$ cat config.mk
export PLATFORM = sky130hd
export DESIGN_NAME = pcio_channel
export DESIGN_NICKNAME = d
export VERILOG_FILES = /design/src/hdl/pcio_pkg.sv /design/src/hdl/pcio_channel.sv
export SDC_FILE = /design/constraint.sdc
export NUM_CORES = 1
export LEC_CHECK = 0
export BUFFER_PORTS_ARGS = -buffer_cell sky130_fd_sc_hd__clkbuf_2
export CELL_PAD_IN_SITES_DETAIL_PLACEMENT = 1
export CELL_PAD_IN_SITES_GLOBAL_PLACEMENT = 1
export CORE_ASPECT_RATIO = 1.2
export CORE_UTILIZATION = 35
export CTS_BUF_LIST = sky130_fd_sc_hd__clkbuf_16
export DETAILED_ROUTE_END_ITERATION = 10
export GPL_ROUTABILITY_DRIVEN = 0
export PLACE_DENSITY = 0.65
export SYNTH_ARGS = -nofsm -noshare
export SYNTH_HDL_FRONTEND = slang
export SYNTH_SLANG_ARGS = --single-unit
$ cat constraint.sdc
create_clock -name hclk -period 3.16 [get_ports hclk]
set_input_delay 0.474 -clock hclk [delete_from_list [all_inputs] [get_ports hclk]]
set_output_delay 0.474 -clock hclk [all_outputs]
set_load 0.05 [all_outputs]
$ cat src/hdl/pcio_pkg.sv
// Shared constants, types and register map of the cable I/O channel
package pcio_pkg;

    // Register byte offsets on the AHB-Lite slave
    localparam logic [7:0] PCIO_OFF_CTRL = 8'h00;
    localparam logic [7:0] PCIO_OFF_CMD = 8'h04;
    localparam logic [7:0] PCIO_OFF_FN_UNIT = 8'h08;
    localparam logic [7:0] PCIO_OFF_FN_FUNC = 8'h0c;
    localparam logic [7:0] PCIO_OFF_OUT_DATA = 8'h10;
    localparam logic [7:0] PCIO_OFF_IN_DATA = 8'h14;
    localparam logic [7:0] PCIO_OFF_STATUS = 8'h18;
    localparam logic [7:0] PCIO_OFF_PC = 8'h1c;
    localparam logic [7:0] PCIO_OFF_PSR = 8'h20;

    // Control register fields
    localparam int PCIO_CTRL_MCLR_BIT = 0;
    localparam int PCIO_CTRL_LOCK_BIT = 1;

    // Instruction codes accepted by the command register (octal 72, 73, 75, 76)
    localparam logic [7:0] PCIO_OP_INPUT = 8'h3a;
    localparam logic [7:0] PCIO_OP_OUTPUT = 8'h3b;
    localparam logic [7:0] PCIO_OP_FUNC = 8'h3d;
    localparam logic [7:0] PCIO_OP_INPUT_ALT = 8'h3e;

    // Interrupt vectors, octal 0030 and 0040
    localparam logic [11:0] PCIO_VEC_INT30 = 12'h018;
    localparam logic [11:0] PCIO_VEC_INT40 = 12'h020;

    // Function code layout
    localparam int PCIO_FN_FIELD_W = 6;
    localparam int PCIO_WORD_W = 8;
    localparam int PCIO_OUT_W = 12;

    // Index of each asynchronous handshake line in the resync vector
    localparam int PCIO_HS_RDY = 0;
    localparam int PCIO_HS_DISC = 1;
    localparam int PCIO_HS_RES = 2;
    localparam int PCIO_HS_I30 = 3;
    localparam int PCIO_HS_I40 = 4;
    localparam int PCIO_HS_N = 5;

    typedef enum logic [1:0] {
        PCIO_ST_IDLE = 2'b00,
        PCIO_ST_IN_WAIT = 2'b01,
        PCIO_ST_OUT_WAIT = 2'b10,
        PCIO_ST_FN_WAIT = 2'b11
    } pcio_state_t;

    // Pins arriving on the input cable and interrupt lines
    typedef struct packed {
        logic [7:0] lines;
        logic in_ready;
        logic in_disconnect;
        logic out_resume;
        logic int30;
        logic int40;
    } pcio_pins_in_t;

    // Pins driven onto the cables
    typedef struct packed {
        logic [11:0] out_lines;
        logic in_request;
        logic function_ready;
        logic info_ready;
        logic master_clear;
    } pcio_pins_out_t;

    // Whole state of the channel
    typedef struct packed {
        pcio_state_t st;
        logic [4:0] hs_meta;
        logic [4:0] hs_sync;
        logic [4:0] hs_arm;
        logic [7:0] d_meta;
        logic [7:0] d_sync;
        logic [7:0] in_data;
        logic [7:0] out_data;
        logic [5:0] fn_unit;
        logic [5:0] fn_func;
        logic [11:0] out_lines;
        logic request;
        logic fn_ready;
        logic info_ready;
        logic mclr;
        logic lockout;
        logic disc_flag;
        logic [1:0] pend;
        logic [11:0] pc;
        logic [11:0] program_save_register;
        logic dp_wr;
        logic [7:0] dp_addr;
        logic [31:0] hrdata;
    } pcio_regs_t;

    localparam pcio_regs_t PCIO_REGS_RST = '0;

endpackage : pcio_pkg

$ cat src/hdl/pcio_channel.sv
// Cable I/O channel: handshakes, function codes, interrupts, AHB-Lite regs
//
// The AHB-Lite register port and the address map are this design's own decisions.
`timescale 1ns/1ps

module pcio_channel
    import pcio_pkg::*;
(
    input wire logic hclk,
    input wire logic hresetn,
    input wire logic hsel,
    input wire logic [31:0] haddr,
    input wire logic [1:0] htrans,
    input wire logic hwrite,
    input wire logic [2:0] hsize,
    input wire logic [31:0] hwdata,
    input wire logic hready,
    output logic hreadyout,
    output logic hresp,
    output logic [31:0] hrdata,
    input wire pcio_pins_in_t pins_in,
    output pcio_pins_out_t pins_out
);

    ////////////////////////////////////////////////////////////////////
    // Helpers

    // Read multiplexer; unmapped offsets answer zero
    function automatic logic [31:0] pcio_read(input pcio_regs_t s,
                                              input logic [7:0] a);
        logic [31:0] v;
        v = 32'h0000_0000;
        case (a)
            PCIO_OFF_CTRL: begin
                v[PCIO_CTRL_MCLR_BIT] = s.mclr;
                v[PCIO_CTRL_LOCK_BIT] = s.lockout;
            end
            PCIO_OFF_FN_UNIT: v[5:0] = s.fn_unit;
            PCIO_OFF_FN_FUNC: v[5:0] = s.fn_func;
            PCIO_OFF_OUT_DATA: v[7:0] = s.out_data;
            PCIO_OFF_IN_DATA: v[7:0] = s.in_data;
            PCIO_OFF_STATUS: v[9:0] = {s.mclr, s.lockout, s.pend,
                                       s.disc_flag, s.info_ready,
                                       s.fn_ready, s.request, s.st};
            PCIO_OFF_PC: v[11:0] = s.pc;
            PCIO_OFF_PSR: v[11:0] = s.program_save_register;
            default: v = 32'h0000_0000;
        endcase
        return v;
    endfunction : pcio_read

    ////////////////////////////////////////////////////////////////////
    // State

    pcio_regs_t r_reg;
    pcio_regs_t r_next;
    logic [4:0] hs_pulse;
    logic ap_valid;

    // One pulse per assertion: arm only re-sets once the line is low
    assign hs_pulse = r_reg.hs_sync & r_reg.hs_arm;

    // Address phase qualifier for the single slave
    assign ap_valid = hsel & htrans[1] & hready;

    // Zero wait states, always OKAY
    assign hreadyout = 1'b1;
    assign hresp = 1'b0;
    assign hrdata = r_reg.hrdata;

    // All cable outputs straight from flip-flops
    assign pins_out.out_lines = r_reg.out_lines;
    assign pins_out.in_request = r_reg.request;
    assign pins_out.function_ready = r_reg.fn_ready;
    assign pins_out.info_ready = r_reg.info_ready;
    assign pins_out.master_clear = r_reg.mclr;

    ////////////////////////////////////////////////////////////////////
    // Next-state logic

    always_comb begin
        r_next = r_reg;

        // Two-flop resync of every cable input before use
        r_next.hs_meta = {pins_in.int40, pins_in.int30, pins_in.out_resume,
                          pins_in.in_disconnect, pins_in.in_ready};
        r_next.hs_sync = r_reg.hs_meta;
        r_next.hs_arm = ~r_reg.hs_sync;
        r_next.d_meta = pins_in.lines;
        r_next.d_sync = r_reg.d_meta;

        // Bus address phase capture; read data prepared a cycle early
        r_next.dp_wr = ap_valid & hwrite;
        r_next.dp_addr = haddr[7:0];
        r_next.hrdata = 32'h0000_0000;
        if (ap_valid && !hwrite) begin
            r_next.hrdata = pcio_read(r_reg, haddr[7:0]);
        end

        // Data phase writes
        if (r_reg.dp_wr) begin
            case (r_reg.dp_addr)
                PCIO_OFF_CTRL: begin
                    r_next.mclr = hwdata[PCIO_CTRL_MCLR_BIT];
                    r_next.lockout = hwdata[PCIO_CTRL_LOCK_BIT];
                end
                // Two consecutive words build the 12-bit code
                PCIO_OFF_FN_UNIT: r_next.fn_unit = hwdata[5:0];
                PCIO_OFF_FN_FUNC: r_next.fn_func = hwdata[5:0];
                PCIO_OFF_OUT_DATA: r_next.out_data = hwdata[7:0];
                PCIO_OFF_PC: r_next.pc = hwdata[11:0];
                PCIO_OFF_CMD: begin
                    // Commands only start from idle; busy writes dropped
                    if (r_reg.st == PCIO_ST_IDLE && !r_reg.mclr) begin
                        case (hwdata[7:0])
                            PCIO_OP_INPUT, PCIO_OP_INPUT_ALT: begin
                                r_next.request = 1'b1;
                                r_next.disc_flag = 1'b0;
                                r_next.st = PCIO_ST_IN_WAIT;
                            end
                            PCIO_OP_OUTPUT: begin
                                // Data word in low bits of shared lines
                                r_next.out_lines = {4'h0,
                                                    r_reg.out_data};
                                r_next.info_ready = 1'b1;
                                r_next.st = PCIO_ST_OUT_WAIT;
                            end
                            PCIO_OP_FUNC: begin
                                r_next.out_lines = {r_reg.fn_unit,
                                                    r_reg.fn_func};
                                r_next.fn_ready = 1'b1;
                                r_next.st = PCIO_ST_FN_WAIT;
                            end
                            default: r_next.st = r_reg.st;
                        endcase
                    end
                end
                default: r_next.st = r_next.st;
            endcase
        end

        // Sequencer: each step waits for the equipment, no timer
        case (r_reg.st)
            PCIO_ST_IN_WAIT: begin
                if (hs_pulse[PCIO_HS_RDY]) begin
                    // Status replies arrive already OR'ed on the wire
                    r_next.in_data = r_reg.d_sync;
                    r_next.request = 1'b0;
                    r_next.st = PCIO_ST_IDLE;
                end else if (hs_pulse[PCIO_HS_DISC]) begin
                    r_next.request = 1'b0;
                    r_next.disc_flag = 1'b1;
                    r_next.st = PCIO_ST_IDLE;
                end
            end
            PCIO_ST_OUT_WAIT: begin
                // Lines untouched until resume, so they stay stable
                if (hs_pulse[PCIO_HS_RES]) begin
                    r_next.info_ready = 1'b0;
                    r_next.st = PCIO_ST_IDLE;
                end
            end
            PCIO_ST_FN_WAIT: begin
                if (hs_pulse[PCIO_HS_RES]) begin
                    r_next.fn_ready = 1'b0;
                    r_next.st = PCIO_ST_IDLE;
                end
            end
            default: r_next.st = r_next.st;
        endcase

        // Master clear abandons any handshake in flight
        if (r_reg.mclr) begin
            r_next.request = 1'b0;
            r_next.fn_ready = 1'b0;
            r_next.info_ready = 1'b0;
            r_next.st = PCIO_ST_IDLE;
        end

        // Interrupt lines latch; serviced when not locked, 30 first
        r_next.pend = r_next.pend | {hs_pulse[PCIO_HS_I40],
                                     hs_pulse[PCIO_HS_I30]};
        if (!r_reg.lockout) begin
            if (r_reg.pend[0]) begin
                r_next.program_save_register = r_reg.pc;
                r_next.pc = PCIO_VEC_INT30;
                r_next.pend[0] = hs_pulse[PCIO_HS_I30];
            end else if (r_reg.pend[1]) begin
                r_next.program_save_register = r_reg.pc;
                r_next.pc = PCIO_VEC_INT40;
                r_next.pend[1] = hs_pulse[PCIO_HS_I40];
            end
        end
    end

    // Single register of the whole state
    always_ff @(posedge hclk or negedge hresetn) begin
        if (!hresetn) begin
            r_reg <= PCIO_REGS_RST;
        end else begin
            r_reg <= r_next;
        end
    end
endmodule : pcio_channel

==> results of run 1 <==
[power by group through the flow]
stage / Combinational (µW) / Clock (µW) / Sequential, µW
floorplan: 169 / 0 / 1720
global placement: 239 / 0 / 1730
detailed placement: 245 / 0 / 1730
CTS: 247 / 2000 / 1710
global route: 267 / 2060 / 1710
finish: 243 / 1960 / 1710
[final timing paths]
check	startpoint	slack (ns)	cells after the start	endpoint
max in group asynchronous	hresetn	2.15	2	r_reg[119]
hold / removal	hresetn	0.11	1	pins_out[13]
hold reg to reg	r_next[120]	0.34	0	r_reg[120]
setup reg to reg	r_reg[33]	1.00	4	r_reg[91]
setup / recovery	r_reg[33]	1.00	4	r_reg[91]
min in group hclk	pins_in[6]	0.16	1	r_next[114]
[through the flow]
step                      utilization (%)  instance area, µm²  cells  hold WS, ns  worst slack (ns)
after floorplan                         -                5670    495        0.178              1.27
after global placement               37.7                5890    713        0.332             0.774
after detailed placement             37.7                5890    713        0.336             0.750
after CTS                            41.5                6490    745        0.108             0.950
after global routing                 41.5                6490    745        0.139             0.921
final                                41.5                6490    745        0.107              1.00
[logic make-up after synthesis]
| kind of cell | share of synthesized area, % |
|---|---|
| AND/OR/NAND/NOR | 13.8 |
| buffers and inverters | 8.95 |
| flip-flops | 56.4 |
| multiplexers | 14.0 |
| other | 0.134 |
| AO/OA/AOI/OAI | 6.69 |
[critical path, stage by stage (launching register included)]
cell      delay [ns]
dfrtp_1         0.40
nor4_4          0.47
nand3b_4        0.20
nor3b_2         0.56
mux2_2          0.41
[cell type report]
cell class	instances	area (µm²)
flip-flops and latches	126	3150
multi-input cells	289	2020
inverters	13	48.8
clock buffers	17	425
repair buffers	77	415
fillers	1693	9150
clock inverters	15	171
well taps	208	260
[placed cells by master (no fill, tap or decap), types with 4 or more instances in the layout]
master and instances:
a21oi_1 6, o21a_1 4, nand2b_1 5, a22oi_1 8
mux2i_1 18, nor2b_1 6, nor4_1 5, nand3_1 4
mux2_4 5, nor2_1 30, conb_1 22, inv_1 13
clkinvlp_4 5, o21ai_0 13, buf_4 12, a31oi_1 6
mux2_2 43, clkbuf_16 17, dfrtp_1 126, nand2_1 51
mux2_1 4, nor3_1 6, clkbuf_2 65, nand4_1 7
[metal layers]
metal	vias to the layer above	track usage, %	share of wire [%]	wire length, µm
met5	-	0	0	0
met4	0	6.49	1.7	226
met1	1882	21.1	43	5840
met3	17	5.42	5.2	710
li1	1695	-	-	-
met2	95	29.0	50	6840
==> impl_metrics.tcl, run 1 <==
set metrics [dict create \
    drt.antenna.violating_nets 0 \
    syn-cell-area_um2 5590 \
    p_per_area_nw_per_um2 602 \
    num_antenna_cells 0 \
    ctsHoldBuffers 0 \
    ys_seq_area_share_pct 56.4 \
    syn_inst 475 \
    hold_path.class "in -> async" \
    fin_skew_ns 0.00657 \
    yosysMostFrequentCell "dfrtp_1" \
    synth-edff-count 0 \
    drt-initial-drc-count 160 \
    die_h_um 140 \
    fp.coreArea_um2 15600 \
    path_class "reg -> reg" \
    max_freq_mhz 464 \
    largest_reg_flops 85 \
    rows 50 \
    ys_types 54 \
    synth_top_area_cell "dfrtp_1" \
    syn_area_per_cell_um2 11.8 \
    maxCapViolations 0 \
    comb_power_share_pct 6.2 \
    drt-pass1-iter-count 4 \
    tns_ns 0 \
    area_growth_pct 16.0 \
    cts_resized 0 \
    synth_top_area_share_pct 56.4 \
    vias_per_cell 4.95 \
    drive_above_1_share_pct 30.2 \
    ys_ff_latch 126 \
    post_drt_wl_per_cell_um 18.3 \
    tightest_slew_ns 0.715 \
    status "finished, final reports clean" \
    clock_sinks 126 \
    clockPowerShare_pct 50.1 \
    cts_setup_buffers 0 \
    maxSlewViolCount 0 \
    synth_common_cells "126 x dfrtp_1, 51 x nand2_1, 50 x buf_4" \
    fin_crit_sh_pct 68.3 \
    synthFlopType "dfrtp_1" \
    fin_nets 611 \
    p_sw_share_pct 24.1 \
    ir_drop_v 0.000467 \
    grt_overflow 0 \
    clock_latency_ns 0.42 \
    die_area_um2 16500 \
    synth.area.top_cells "dfrtp_1 56%, mux2_2 8.7%, buf_4 6.7%" \
    hpwlAfterDp_um 9670 \
    p_leak_uw 0.00315 \
    power.internal_uw 2970 \
    h-tree-depth 4 \
    die_w_um 117 \
    port_buffers 66 \
    tritoncts "yes" \
    timing.slew.headroom_pct 52.1 \
    cts_root_buf "clkbuf_16" \
    worstPathMaxFanout 8 \
    ios 137 \
    async_flop_share_pct 100 \
    setup_viol 0 \
    wl_um 13600 \
    switchingPower_uw 943 \
    cts_buffers 17 \
    antenna_found_initial 0 \
    vias 3689 \
    yosys_warnings 0 \
    initial_core_util_pct 35.8 \
    required_ns 3.46 \
    route.detailed.drc 0 \
    grt_usage_pct 17.4 \
    worst_setup_path_start_kind "flop" \
    grt_pass1_wl_um 21400 \
    clock_path_buffers 2 \
    final_hold_viol_count 0 \
    grt_max_degree 52 \
    total_power_uw 3910 \
    crit_arrival_ns 2.46 \
    power_frac_seq_pct 43.6 \
    grt_pass1_vias 3802 \
    rsz0062_at_grt "no" \
    clkTransAtPathRegs_ns 0.06 \
    cp-end-kind "flop" \
    post-route-min-period_ns 2.16 \
]
(Power assumes the default switching activity.)
==> inputs of run 2 (changes only) <==
--- a/config.mk
+++ b/config.mk
@@ -5,6 +5,7 @@
 export SDC_FILE = /design/constraint.sdc
 export NUM_CORES = 1
 export LEC_CHECK = 0
+export ABC_AREA = 1
 export BUFFER_PORTS_ARGS = -buffer_cell sky130_fd_sc_hd__clkbuf_2
 export CELL_PAD_IN_SITES_DETAIL_PLACEMENT = 1
 export CELL_PAD_IN_SITES_GLOBAL_PLACEMENT = 1
@@ -13,7 +14,7 @@
 export CTS_BUF_LIST = sky130_fd_sc_hd__clkbuf_16
 export DETAILED_ROUTE_END_ITERATION = 10
 export GPL_ROUTABILITY_DRIVEN = 0
-export PLACE_DENSITY = 0.65
+export PLACE_DENSITY = 0.68
 export SYNTH_ARGS = -nofsm -noshare
 export SYNTH_HDL_FRONTEND = slang
 export SYNTH_SLANG_ARGS = --single-unit
==> constraint.sdc (replaced) <==
create_clock -name hclk -period 2.2 [get_ports hclk]
set_input_delay 0.33 -clock hclk [delete_from_list [all_inputs] [get_ports hclk]]
set_output_delay 0.33 -clock hclk [all_outputs]
set_load 0.05 [all_outputs]
==> run 2 against run 1 <==
Count of clock-buffer cells in the layout stayed put. Via count up 22%. Highest routed layer unchanged. Core utilization is 1.4 points higher. Area after synthesis grew 0.49%. Global-route usage increased by 1.9 points. Critical path type unchanged. Hold slack worse by 0.087 ns. Maximum frequency grew 19%. Clock skew about the same. Synthesized cell count rose by 35%. Register-to-register slack got worse by 0.62 ns. Clock power rose by 44%.
==> impl_metrics.tcl, run 2 <==
set metrics [dict create \
    status "finished, final reports clean" \
    ys_types 25 \
    antenna_found_initial 0 \
    final_common_cell "nand2_1" \
    hpwlAfterDp_um 10500 \
    worst_setup_path_start_kind "flop" \
    p_sw_share_pct 24.0 \
    setup_viol 0 \
    die_h_um 141 \
    post_drt_wl_per_cell_um 16.0 \
    hold_path.class "in -> reg" \
    comb_power_share_pct 6.2 \
    crit_arrival_ns 2.11 \
    port_buffers 66 \
    grt_overflow 0 \
    fin_nets 794 \
    post-route-min-period_ns 1.82 \
    area_growth_pct 19.4 \
    drt.antenna.violating_nets 0 \
    rsz0062_at_grt "no" \
    synth_top_area_cell "dfrtp_1" \
    synth_common_cells "140 x nand2_1, 126 x dfrtp_1, 79 x nand3_1" \
    grt_max_degree 46 \
    final_hold_viol_count 0 \
    fin_skew_ns 0.00669 \
    drive_above_1_share_pct 18.2 \
    power_frac_seq_pct 43.4 \
    largest_reg_flops 85 \
    route.detailed.drc 0 \
    tritoncts "yes" \
    synth-edff-count 0 \
    min-delay-start "pins_in[10]" \
    die_area_um2 16600 \
    clock_latency_ns 0.42 \
    max_freq_mhz 550 \
    clock_path_buffers 2 \
    clkTransAtPathRegs_ns 0.06 \
    yosys_warnings 0 \
    worst_path_max_delay_cell "dfrtp_1" \
    initial_core_util_pct 35.9 \
    fill_cells 1856 \
    syn_area_per_cell_um2 8.77 \
    whs_ns 0.0197 \
    vias_per_cell 4.83 \
    drt-initial-drc-count 156 \
    cts_buffers 17 \
    crit_path_cell_trace "inv_1 > nand3_1 > nor2_1 > nand2_1 > a21oi_4 > buf_4 > o21ai_0" \
    p_per_area_nw_per_um2 838 \
    synth_top_area_share_pct 56.1 \
    async_flop_share_pct 100 \
    vias 4484 \
    drt-pass1-iter-count 4 \
    path_class "reg -> reg" \
    ios 137 \
    ir_drop_v 0.000481 \
    die_w_um 118 \
    synthFlopType "dfrtp_1" \
    grt_pass1_vias 4724 \
    timing.rr.start "pins_out[0]" \
    power.internal_uw 4270 \
    maxSlewViolCount 0 \
    worstPathMaxFanout 25 \
    syn-cell-area_um2 5620 \
    clockPowerShare_pct 50.4 \
    yosysMostFrequentCell "nand2_1" \
    p_leak_uw 0.00345 \
    h-tree-depth 4 \
    fp.coreArea_um2 15600 \
    timing.slew.headroom_pct 62.2 \
    switchingPower_uw 1350 \
    ys_ff_latch 126 \
    ys_seq_area_share_pct 56.1 \
    grt_pass1_wl_um 24300 \
    final_cell_mix "140 x nand2_1, 126 x dfrtp_1, 79 x nand3_1" \
    synth.area.top_cells "dfrtp_1 56%, nand2_1 9.3%, buf_4 7.1%" \
    tightest_slew_ns 0.565 \
    required_ns 2.49 \
    num_antenna_cells 0 \
    cp-end-kind "flop" \
    syn_inst 641 \
    rows 50 \
    clock_sinks 126 \
    maxCapViolations 0 \
    critPathLaunch "pins_out[0]" \
    cts_root_buf "clkbuf_16" \
    grt_usage_pct 19.3 \
    total_power_uw 5630 \
    fin_crit_sh_pct 82.7 \
    max_stage_delay_ns 0.51 \
    wl_um 14800 \
    tns_ns 0 \
]
-- run 2: changes by cell type in the layout (fill, tap and decap cells not counted), moves of 30 or more --
cell,delta
mux2_2,-33
nand2_1,+89
inv_1,+49
o21ai_0,+46
nor2_1,+30
nand3_1,+75
-- run 2: worst paths after layout --
| path | to | slack, ns | cells past startpoint |
|---|---|---|---|
| worst max register to register | pins_out[4] | 0.38 | 7 |
| min in group asynchronous | pins_out[5] | 0.40 | 2 |
| worst max-delay path | pins_out[4] | 0.38 | 7 |
| worst min register to register | r_reg[137] | 0.35 | 0 |
| max in group asynchronous | r_reg[62] | 1.14 | 3 |
| worst min-delay path | r_next[118] | 0.02 | 1 |
-- run 2: timing repair --
item / CTS / global route
hold buffers: 12 / 1
endpoints found under the setup margin: 0 / 0
hold endpoints to repair: 37 / 1
gates resized for setup: 0 / 0
setup buffers: 0 / 0
-- run 2: power by group through the flow --
stage | sequential (µW) | clock [µW] | combinational [µW]
floorplan | 2470 | 0 | 215
global placement | 2480 | 0 | 318
detailed placement | 2480 | 0 | 330
CTS | 2440 | 2900 | 350
global route | 2450 | 2990 | 384
finish | 2440 | 2830 | 348
-- run 2: critical path, delay by kind of cell (launching register included) --
family | cells | cell delay (ns)
simple gates | 3 | 0.44
flops | 1 | 0.51
buf+inv | 2 | 0.45
compound gates | 2 | 0.27
-- run 2: logic make-up after synthesis --
| kind of cell | synth area share [%] |
|---|---|
| compound gates | 7.57 |
| buf+inv | 12.7 |
| flops | 56.1 |
| mux | 2.00 |
| other cells | 0.134 |
| simple gates | 21.5 |
-- run 2: final cells by class --
cell class	count	area [µm²]	share of cell area, %
Clock inverter	15	170	2.54
Sequential cell	126	3150	47.0
Inverter	62	233	3.47
Tap cell	208	260	3.88
Timing Repair Buffer	99	638	9.51
Clock buffer	17	425	6.34
Multi-Input combinational cell	401	1830	27.3
-- run 2: stage by stage --
| step | instances | setup slack (ns) | utilization, % | area (µm²) |
|---|---|---|---|---|
| after floorplan | 661 | 0.818 | - | 5700 |
| after global placement | 883 | 0.474 | 38.3 | 5980 |
| after detailed placement | 883 | 0.424 | 38.3 | 5980 |
| after CTS | 927 | 0.383 | 42.8 | 6700 |
| after global routing | 928 | 0.179 | 42.9 | 6710 |
| final | 928 | 0.381 | 42.9 | 6710 |
-- run 2: per-layer routing --
| metal | track usage (%) | routed length (µm) |
|---|---|---|
| met3 | 5.02 | 711 |
| met1 | 22.1 | 6060 |
| met5 | 0 | 0 |
| met2 | 33.8 | 7750 |
| met4 | 8.70 | 330 |
